### src/common/plx_pkg.sv
// Package: encodings, field positions and reset values for the executor
package plx_pkg;
   localparam logic [7:0] OP_ADDPTR = 8'hE8;
   localparam logic [5:0] OP_INCREMENT_FILE_REGISTER = 6'h0A;
   localparam logic [7:0] OP_JMP1 = 8'hEF;
   localparam logic [3:0] OP_JMP2 = 4'hF;
   localparam int SEL_MSB = 7;
   localparam int SEL_LSB = 6;
   localparam logic [1:0] SEL_RET = 2'h3;
   localparam logic [1:0] PTR_TWO = 2'h2;
   localparam int LIT_MSB = 5;
   localparam int DEST_BIT = 9;
   localparam int ACC_BIT = 8;
   localparam logic [7:0] IDX_LIMIT = 8'h5F;
   localparam int PTR_W = 12;
   localparam int PC_W = 21;
   localparam int STK_DEPTH = 4;
   localparam logic [11:0] PTR_RST = 12'h000;
   localparam logic [20:0] PC_RST = 21'h000000;
   localparam logic [7:0] W_RST = 8'h00;
   localparam logic [4:0] STATUS_RST = 5'h00;
   typedef enum logic [1:0] {
      PLX_EXEC = 2'b00,
      PLX_RET_NOP = 2'b01,
      PLX_JMP_WAIT = 2'b11
   } plx_state_t;
endpackage : plx_pkg

### src/common/plx_file_if.sv
// Interface: data-file read and write port between core and file memory
`timescale 1ns/1ns
interface plx_file_if;
   logic [7:0] raddr;
   logic [7:0] rdata;
   logic we;
   logic [7:0] waddr;
   logic [7:0] wdata;
   modport core(output raddr, output we, output waddr, output wdata,
      input rdata);
   modport mem(input raddr, input we, input waddr, input wdata,
      output rdata);
endinterface : plx_file_if

### src/rtl/plx_file_mem.sv
// Small data-file memory with registered read data
`timescale 1ns/1ns
module plx_file_mem (
   input wire logic clk_i,
   plx_file_if.mem port
);
   // Cleared at power-up so that a first increment starts from a known value
   logic [7:0] mem_reg [0:255] = '{default: 8'h00};
   logic [7:0] rdata_reg;
   always_ff @(posedge clk_i) begin
      if (port.we) begin
         mem_reg[port.waddr] <= port.wdata;
      end
   end
   always_ff @(posedge clk_i) begin
      rdata_reg <= mem_reg[port.raddr];
   end
   assign port.rdata = rdata_reg;
endmodule : plx_file_mem

### src/rtl/plx_exec.sv
// Executor for pointer-add, add-and-return, increment and absolute jump
// How it works
// - The pointer add adds a 6-bit unsigned literal to pointer 0, 1 or 2 by the selector.
// - Selector value 11 means the add-and-return form, which targets pointer two only.
// - In the same cycle as the add to pointer two, add-and-return loads the PC from the return stack top.
// - Add-and-return takes two cycles, the second doing nothing at all.
// - With the extended set on and access form, increment indexes file addresses up to 95.
// - Increment adds one to the file register and writes to W or the file per the dest bit.
// - The absolute jump loads 20 bits into PC 20..1 over two words and two cycles.
`timescale 1ns/1ns
module plx_exec (
   input wire logic clk_i,
   input wire logic reset_i,
   input wire logic instr_valid_i,
   input wire logic [15:0] instr_i,
   input wire logic ext_set_i,
   input wire logic stack_push_i,
   input wire logic [20:0] push_addr_i,
   output logic [11:0] ptr0_o,
   output logic [11:0] ptr1_o,
   output logic [11:0] ptr2_o,
   output logic [20:0] pc_o,
   output logic [7:0] w_o,
   output logic [4:0] status_o,
   output logic busy_o
);
   plx_file_if fport ();
   plx_file_mem u_mem (.clk_i(clk_i), .port(fport));

   plx_pkg::plx_state_t state_reg;
   logic [11:0] ptr_reg [0:2];
   logic [20:0] pc_reg;
   logic [7:0] w_reg;
   logic [4:0] status_reg;
   logic [20:0] stk_reg [0:plx_pkg::STK_DEPTH-1];
   logic [1:0] sp_reg;
   logic [7:0] jmp_lo_reg;
   logic inc_pend_reg;
   logic inc_dest_reg;
   logic [7:0] inc_addr_reg;

   logic take;
   logic is_addptr;
   logic is_ret;
   logic is_inc;
   logic is_jmp1;
   logic [1:0] sel;
   logic [5:0] lit;
   logic [7:0] f_field;
   logic [7:0] f_addr;
   logic [7:0] inc_sum;

   assign take = instr_valid_i && (state_reg == plx_pkg::PLX_EXEC);
   assign sel = instr_i[plx_pkg::SEL_MSB:plx_pkg::SEL_LSB];
   assign lit = instr_i[plx_pkg::LIT_MSB:0];
   assign f_field = instr_i[7:0];
   assign is_addptr = take && ext_set_i && instr_i[15:8] == plx_pkg::OP_ADDPTR;
   assign is_ret = is_addptr && sel == plx_pkg::SEL_RET;
   assign is_inc = take && instr_i[15:10] == plx_pkg::OP_INCREMENT_FILE_REGISTER;
   assign is_jmp1 = take && instr_i[15:8] == plx_pkg::OP_JMP1;

   // Indexed form: file offset is relative to pointer two
   always_comb begin
      f_addr = f_field;
      if (ext_set_i && !instr_i[plx_pkg::ACC_BIT]
          && f_field <= plx_pkg::IDX_LIMIT) begin
         f_addr = 8'(ptr_reg[2][7:0] + f_field);
      end
   end

   assign inc_sum = 8'(fport.rdata + 8'h01);
   assign fport.raddr = f_addr;
   assign fport.we = inc_pend_reg && inc_dest_reg;
   assign fport.waddr = inc_addr_reg;
   assign fport.wdata = inc_sum;

   always_ff @(posedge clk_i) begin
      if (reset_i) begin
         state_reg <= plx_pkg::PLX_EXEC;
      end else begin
         unique case (state_reg)
            plx_pkg::PLX_EXEC: begin
               if (is_ret) begin
                  state_reg <= plx_pkg::PLX_RET_NOP;
               end else if (is_jmp1) begin
                  state_reg <= plx_pkg::PLX_JMP_WAIT;
               end
            end
            plx_pkg::PLX_RET_NOP: state_reg <= plx_pkg::PLX_EXEC;
            plx_pkg::PLX_JMP_WAIT: begin
               if (instr_valid_i) begin
                  state_reg <= plx_pkg::PLX_EXEC;
               end
            end
            default: state_reg <= plx_pkg::PLX_EXEC;
         endcase
      end
   end

   // Pointer add; the return form always writes pointer two
   generate
      for (genvar i = 0; i < 3; i++) begin : g_ptr
         always_ff @(posedge clk_i) begin
            if (reset_i) begin
               ptr_reg[i] <= plx_pkg::PTR_RST;
            end else if (is_addptr && (is_ret ? i == 2 : sel == 2'(i))) begin
               ptr_reg[i] <= 12'(ptr_reg[i] + {6'h00, lit});
            end
         end
      end
   endgenerate

   // Return stack; pushes come from the call logic elsewhere in the core
   always_ff @(posedge clk_i) begin
      if (reset_i) begin
         sp_reg <= 2'h0;
      end else if (is_ret) begin
         sp_reg <= 2'(sp_reg - 2'h1);
      end else if (stack_push_i) begin
         sp_reg <= 2'(sp_reg + 2'h1);
      end
   end

   always_ff @(posedge clk_i) begin
      if (stack_push_i && !is_ret) begin
         stk_reg[sp_reg] <= push_addr_i;
      end
   end

   always_ff @(posedge clk_i) begin
      if (reset_i) begin
         pc_reg <= plx_pkg::PC_RST;
      end else if (is_ret) begin
         pc_reg <= stk_reg[2'(sp_reg - 2'h1)];
      end else if (state_reg == plx_pkg::PLX_JMP_WAIT && instr_valid_i) begin
         pc_reg <= {instr_i[11:0], jmp_lo_reg, 1'b0};
      end else if (take) begin
         pc_reg <= 21'(pc_reg + 21'h2);
      end
   end

   always_ff @(posedge clk_i) begin
      if (reset_i) begin
         jmp_lo_reg <= 8'h00;
      end else if (is_jmp1) begin
         jmp_lo_reg <= instr_i[7:0];
      end
   end

   // Read data arrive one cycle later, so the write-back is staged
   always_ff @(posedge clk_i) begin
      if (reset_i) begin
         inc_pend_reg <= 1'b0;
         inc_dest_reg <= 1'b0;
         inc_addr_reg <= 8'h00;
      end else begin
         inc_pend_reg <= is_inc;
         inc_dest_reg <= instr_i[plx_pkg::DEST_BIT];
         inc_addr_reg <= f_addr;
      end
   end

   always_ff @(posedge clk_i) begin
      if (reset_i) begin
         w_reg <= plx_pkg::W_RST;
      end else if (inc_pend_reg && !inc_dest_reg) begin
         w_reg <= inc_sum;
      end
   end

   // Flags C DC Z OV N; the pointer add never touches them
   always_ff @(posedge clk_i) begin
      if (reset_i) begin
         status_reg <= plx_pkg::STATUS_RST;
      end else if (inc_pend_reg) begin
         status_reg <= {inc_sum[7], fport.rdata == 8'h7F, inc_sum == 8'h00,
            fport.rdata[3:0] == 4'hF, fport.rdata == 8'hFF};
      end
   end

   always_ff @(posedge clk_i) begin
      if (reset_i) begin
         ptr0_o <= plx_pkg::PTR_RST;
         ptr1_o <= plx_pkg::PTR_RST;
         ptr2_o <= plx_pkg::PTR_RST;
         pc_o <= plx_pkg::PC_RST;
         w_o <= plx_pkg::W_RST;
         status_o <= plx_pkg::STATUS_RST;
         busy_o <= 1'b0;
      end else begin
         ptr0_o <= ptr_reg[0];
         ptr1_o <= ptr_reg[1];
         ptr2_o <= ptr_reg[2];
         pc_o <= pc_reg;
         w_o <= w_reg;
         status_o <= status_reg;
         busy_o <= state_reg != plx_pkg::PLX_EXEC;
      end
   end

   ptr_add_a: assert property (@(posedge clk_i) disable iff (reset_i)
      is_addptr && !is_ret && sel == 2'h1
      |=> ptr_reg[1] == 12'($past(ptr_reg[1]) + $past(lit)))
      else $error("pointer add wrong");
   ret_ptr2_a: assert property (@(posedge clk_i) disable iff (reset_i)
      is_ret |=> ptr_reg[2] == 12'($past(ptr_reg[2]) + $past(lit))
      && $stable(ptr_reg[0]) && $stable(ptr_reg[1]))
      else $error("return form hit wrong pointer");
   ret_pc_a: assert property (@(posedge clk_i) disable iff (reset_i)
      is_ret |=> pc_reg == $past(stk_reg[2'(sp_reg - 2'h1)]))
      else $error("return target wrong");
   ret_nop_a: assert property (@(posedge clk_i) disable iff (reset_i)
      is_ret |=> !take ##1 state_reg == plx_pkg::PLX_EXEC)
      else $error("return second cycle not idle");
   idx_addr_a: assert property (@(posedge clk_i) disable iff (reset_i)
      ext_set_i && !instr_i[8] && f_field <= 8'h5F
      |-> f_addr == 8'(ptr_reg[2][7:0] + f_field))
      else $error("indexed address wrong");
   flags_kept_a: assert property (@(posedge clk_i) disable iff (reset_i)
      is_addptr && !inc_pend_reg |=> $stable(status_reg))
      else $error("pointer add changed flags");
   inc_w_a: assert property (@(posedge clk_i) disable iff (reset_i)
      is_inc && !instr_i[9] ##1 1'b1 |=> w_reg == $past(inc_sum))
      else $error("increment to W wrong");
   jmp_pc_a: assert property (@(posedge clk_i) disable iff (reset_i)
      is_jmp1 ##1 instr_valid_i
      |=> pc_reg == {$past(instr_i[11:0]), $past(jmp_lo_reg), 1'b0})
      else $error("jump target wrong");
   ret_seen_c: cover property (@(posedge clk_i) is_ret);
   jmp_seen_c: cover property (@(posedge clk_i) is_jmp1 ##1 instr_valid_i);
   inc_seen_c: cover property (@(posedge clk_i) is_inc && instr_i[9]);
endmodule : plx_exec

### config.mk
export PLATFORM = sky130hd
export DESIGN_NAME = plx_exec
export DESIGN_NICKNAME = d
export VERILOG_FILES = /design/src/common/plx_pkg.sv /design/src/common/plx_file_if.sv /design/src/rtl/plx_file_mem.sv /design/src/rtl/plx_exec.sv
export SDC_FILE = /design/constraint.sdc
export NUM_CORES = 2
export LEC_CHECK = 0
export BUFFER_PORTS_ARGS = -buffer_cell sky130_fd_sc_hd__buf_2
export CELL_PAD_IN_SITES_DETAIL_PLACEMENT = 1
export CELL_PAD_IN_SITES_GLOBAL_PLACEMENT = 1
export CORE_MARGIN = 3
export CORE_UTILIZATION = 30
export DETAILED_ROUTE_END_ITERATION = 7
export PLACE_DENSITY = 0.53
export SLEW_MARGIN = 15
export SYNTH_ARGS = -nofsm -noshare
export SYNTH_HDL_FRONTEND = slang
export SYNTH_SLANG_ARGS = --single-unit
### constraint.sdc
create_clock -name clk_i -period 8.35 [get_ports clk_i]
set_input_delay 0.4175 -clock clk_i [delete_from_list [all_inputs] [get_ports clk_i]]
set_output_delay 0.4175 -clock clk_i [all_outputs]
set_load 0.01 [all_outputs]
After elaboration in Yosys (flattened, before gate mapping)
Memory sizes are Yosys's and may differ from the RTL's. A register that Yosys moved wholly into a read port is not among the register bits.
Cells that the tools add are included.
{"block": "classes", "n_lt_le_gt_ge": 1, "reduce_logical": 25, "n_addsub": 8, "muxes": 31, "bitwise": 3, "eq_ne": 12}
{"op": "2-to-1 mux 21 bit", "n": 3}
{"op": "adder 12 x 6 -> 12 bit", "n": 3}
{"op": "2-to-1 mux 12 bit", "n": 3}
{"op": "== test 8 bit, second input constant", "n": 3}
{"op": "adder 21 x 2 -> 21 bit, second input constant", "n": 1}
{"op": "2-to-1 mux 1 bit", "n": 18}
{"op": "logical AND 1 bit", "n": 15}
{"op": "2-to-1 mux 2 bit", "n": 5}
{"op": "adder 8 x 1 -> 8 bit, second input constant", "n": 1}
{"op": "adder 8 bit", "n": 1}
{"op": "== test 8 x 7 -> 1 bit, second input constant", "n": 1}
{"op": "<= comparator 8 x 7 -> 1 bit, second input constant", "n": 1}
{"op": "logical NOT 8 bit", "n": 1}
{"op": "2-to-1 mux 8 bit", "n": 1}
{"op": "== test 2 bit, second input constant", "n": 3}
{"op": "== test 6 x 4 -> 1 bit, second input constant", "n": 1}
{"op": "== test 4 bit, second input constant", "n": 1}
{"op": "logical NOT 2 bit", "n": 2}
{"op": "one-hot mux 2 bit (2 select lines)", "n": 1}
{"op": "nonzero test 2 bit", "n": 2}
{"op": "logical NOT 1 bit", "n": 3}
{"op": "inequality test 3 bit, second input constant", "n": 1}
{"op": "bitwise OR 1 bit", "n": 3}
{"op": "nonzero test 3 bit", "n": 1}
{"op": "5 further kinds", "n": 5}
{"block": "totals", "output_inout_bits": 71, "inputBits": 42, "elab_cells": 99, "n_memories": 3, "ram_bits": 2168, "regBits": 127}
{"name": "u_mem.mem_reg", "depth": 256, "word_bits": 8, "read_ports": 1, "rd_ports_with_merged_regs": 1, "wr": 1, "line_no": "plx_file_mem.sv:8", "source": "logic [7:0] mem_reg [0:255] = '{default: 8'h00};"}
{"name": "stk_reg", "depth": 4, "word_bits": 21, "read_ports": 1, "rd_ports_with_merged_regs": 0, "wr": 1, "line_no": "plx_exec.sv:35", "source": "logic [20:0] stk_reg [0:plx_pkg::STK_DEPTH-1];"}
{"name": "ptr_reg", "depth": 3, "word_bits": 12, "read_ports": 3, "rd_ports_with_merged_regs": 0, "wr": 3, "line_no": "plx_exec.sv:31", "source": "logic [11:0] ptr_reg [0:2];"}

Depth between registers and ports, before layout
{"block": "depth", "depth_word": 11, "depth_mapped": 16, "ltp_nobuf": 11}

Modules after synthesis
Synthesis repeated with hierarchy kept, for this count alone.
{"block": "hier_totals", "hier_cells": 4590, "area_unflattened_um2": 89856.2}
{"module": "plx_file_mem", "cells_per_inst": 3733, "instances": 1, "area_per_inst_um2": 79556.3, "seq_area_each_um2": 61659.1}
{"module": "plx_exec", "cells_per_inst": 857, "instances": 1, "area_per_inst_um2": 10299.9, "seq_area_each_um2": 6145.9}

Worst setup path before layout
OpenSTA, ideal clock, no wires.
{"block": "synth_path", "path_type": "register to register", "start": "register u_mem.rdata_reg[0], in the netlist u_mem.port.rdata[0], read port of u_mem.mem_reg", "end": "memory u_mem.mem_reg[0][2], data pin", "stages_incl_launch_ff": 3, "arrival_time_ns": 7.162, "path_buffers": 0, "synth_period_minus_slack_ns": 8.695, "slack_ns": -0.345, "required_ns": 6.818, "setup_ns": 1.532, "path_cell_list": "dfxtp_1 > ha_1 > xor2_1"}
{"block": "synth_between", "elab_chain_cells": 1}
{"element": "start, declared", "line_no": "plx_file_mem.sv:9", "source": "logic [7:0] rdata_reg;"}
{"element": "adder 8 x 1 -> 8 bit", "line_no": "plx_exec.sv:71", "source": "assign inc_sum = 8'(fport.rdata + 8'h01);"}
{"element": "net fport.wdata[2]", "line_no": "plx_file_if.sv:8", "source": "logic [7:0] wdata;"}
{"element": "end, declared", "line_no": "plx_file_mem.sv:8"}
The timed path passes the listed nets, and every way through them passes these cells.

==> results.md <==
* Hold crit path type: in2reg
* H-tree depth at 4
* Worst VDD drop at 0.0003097 V
* Synthesized instance count at 6211
* GRT Util Overall at 18.92%
* Critical Path RT at 9.12 ns
* Die width at 559.3 µm
* Final WL at 305700 µm
* PortBufs at 112
* CTS tree: yes
* Syn nets at 6281
* Register area share after synthesis at 73.84%
* CTS root buf: clkbuf_16
* Post-DP HPWL at 178900 µm
* R2R depth at 12
* Sequential Power Share at 50.4%
* Core Area at 303800 µm²
* Fin worst setup slack at 2.275 ns
* Area grow syn2layout at 14.45%
* Cells on Worst Hold Path at 3
* RSZ-0062 raised after global routing: no
* Die footprint at 312800 µm²
* Worst slack, placed at 2.180 ns
* Chip height at 559.3 µm
* Pint at 20.16 mW
* Max-cap violations at 0
* Psw at 7.149 mW
* Final setup viols at 0
* Detail Route Antenna Nets at 0
* Slew margin rel. at 15.72%
* Number of global-route vias before repair at 56994
* Post-synth EDFFs at 2168
* Hold path start: instr_i[1]
* Post-DR vias/cell at 5.314
* Comb power frac at 11.2%
* Crit Path Class: reg2reg
* Async SR Flop Fraction at 0%
* Outcome: finished, final reports clean
* Slew at the pin closest to its max-slew limit at 1.260 ns
* Bufs and invs on worst path at 2
* CP max FO at 94
* Largest net degree at the start of global routing at 176
* CP peak stage delay at 0.95 ns
* Post-layout min period at 6.075 ns
* Switching part of the total power at 26.18%
* Power per cell area at 259.8 nW/µm²
* Total leakage power at 33.82 nW
* Initial Utilization at 30.23%
* Final Max Tran Viols at 0
* DR iter-0 viols at 5424
* GPL Wtd Cong at 0.8003
* Area after DPL at 97080 µm²
* Crit. path cell count at 12
* Synth Flop Type: edfxtp_1
* Io pins at 113
* Element type at the critical path end: flip-flop
* Detailed Routing Iterations Pass 1 at 8
* Period utilization at 72.75%
* Finished Layout Cells at 10592
* Ratio of cells with drive above 1 in the final layout at 12.04%
* Final Instance Area at 105100 µm²
* Clock Skew at 0.06439 ns
* Tot Pwr at 27.31 mW
* Clock power frac at 38.5%
* DR vias at 56287
* Clock sink count at 2303
* Grt total ovfl at 0
* Post-synth top area cell: edfxtp_1
* Fin. Hold Viols at 0
* Largest register FFs at 2048
* Flops & latches, synth at 2303
* Critical Path AT at 6.85 ns
* Syn Area/Cell at 14.78 µm²
* Reg2reg start: ptr_reg[2][0]$_SDFFCE_PN0P_
* CP cell instances: ha_1 > fa_1 > nand3_4 > nand2_4 > buf_12 > buf_4 > mux2i_1 > a221oi_1 > a2111oi_0 > a22o_1 > nor4_1 > or4_1
* Post-Place Cells at 10097
* Fin Setup TNS at 0 ns
* Ys Warns at 0
* Synthesized area at 91830 µm²
* Crit path launch type: flip-flop
* Global-route wire length before repair at 437000 µm
* Max Fclk at 164.6 MHz
* Critical path's top delay family: simple AND/OR/NAND/NOR gates
* Area contributors post-synth: edfxtp_1, nand2_1, dfxtp_1
* Drt drc at 0
* CP startpoint: ptr_reg[2][0]$_SDFFCE_PN0P_
* FP Rows at 202
* # resized after CTS at 0
* Initial antenna violation count at 14
* Drt wl/cell at 28.86 µm
* # nets final at 6372
* CTS clk-pin slew, worst paths at 0.07 ns
* Number of CTS-inserted buffers at 245
* Synth unique cells at 81
* Skew-Pair Late Insertion Delay at 0.90 ns
* Synth top area share at 70.90%
* Critical path's slowest cell: fa_1
* CTS Buffer Depth at 4
[synthesized netlist by cell type (94+ instances only)]
cell type / count
edfxtp_1: 2168
nand2_1: 847
nor2_1: 376
a21oi_1: 363
a211oi_1: 239
clkbuf_1: 220
nand3_1: 182
mux2i_1: 167
and3_1: 158
buf_2: 146
dfxtp_1: 135
a221oi_1: 121
o21ai_0: 102
mux4_2: 101
a32oi_1: 94
[cells by family after synthesis]
group,Yosys count,synth area share [%]
adders and majority gates,28,0.4060
and+or+nand+nor,1830,8.996
AOI/OAI and AO/OA,1243,9.272
buffers and inverters,474,2.387
muxes,287,4.661
DFF,2303,73.84
xor gates and xnor gates,46,0.4387
[layout make-up]
type	count	area (µm²)
Antenna cell	6	15.01
Multi-Input combinational cell	3434	22150
Timing Repair Buffer	290	2257
Inverter	28	150.1
Clock inverter	138	1050
Fill cell	31386	198700
Tap cell	4080	5105
Sequential cell	2303	67810
Clock buffer	313	6564
[power by group through the flow]
stage | sequential (mW) | clock [mW] | combinational, mW
final | 13.8 | 10.5 | 3.05
after global routing | 13.8 | 11.2 | 3.27
after CTS | 13.7 | 10.7 | 3.09
after detailed placement | 14.0 | 0 | 3.07
after global placement | 14.0 | 0 | 3.00
after floorplan | 14.2 | 0 | 1.53
[worst paths after layout]
| check | endpoint | slack, ns |
|---|---|---|
| worst max-delay path | u_mem.port.rdata[5]$_DFF_P_ | 2.28 |
| worst min-delay path | jmp_lo_reg[1]$_SDFFE_PP0P_ | 0.14 |
| worst max register to register | u_mem.port.rdata[5]$_DFF_P_ | 2.28 |
| worst min register to register | status_o[4]$_SDFF_PP0_ | 0.47 |
[cell usage in the layout, fill, tap and decap left out, types with 120 or more instances in the layout]
| master | count |
|---|---|
| edfxtp_1 | 2168 |
| nand2_1 | 830 |
| nor2_1 | 362 |
| a21oi_1 | 361 |
| clkbuf_16 | 251 |
| a211oi_1 | 239 |
| nand3_1 | 176 |
| mux2i_1 | 167 |
| and3_1 | 154 |
| dfxtp_1 | 135 |
| a221oi_1 | 121 |
| buf_4 | 120 |
[timing repair]
| item | in CTS | in global routing |
|---|---|---|
| setup buffers | 0 | 0 |
| setup endpoints to repair | 0 | 0 |
| hold endpoints to repair | 103 | 0 |
| hold buffers | 38 | 0 |
[per-layer routing]
metal / track usage [%] / wire length [µm] / vias to the layer above
met4: 5.463 / 9076 / 0
met5: 0 / 0 / -
met2: 30.58 / 143400 / 1632
li1: - / - / 24319
met1: 26.21 / 135200 / 29930
met3: 3.081 / 17960 / 406
[tightest hold or removal path: cells and delay by family]
family | cells | cell delay, ns
buf+inv | 1 | 0.27
mux | 1 | 0.22
simple gates | 1 | 0.06
[per-stage QoR]
stage	hold WS [ns]	utilization (%)
final	0.1361	34.60
after global routing	0.1127	34.59
after CTS	0.06141	34.59
after detailed placement	0.4569	31.96
after global placement	0.4531	31.95
after floorplan	0.4374	-
Power figures use the tool's default switching activity.
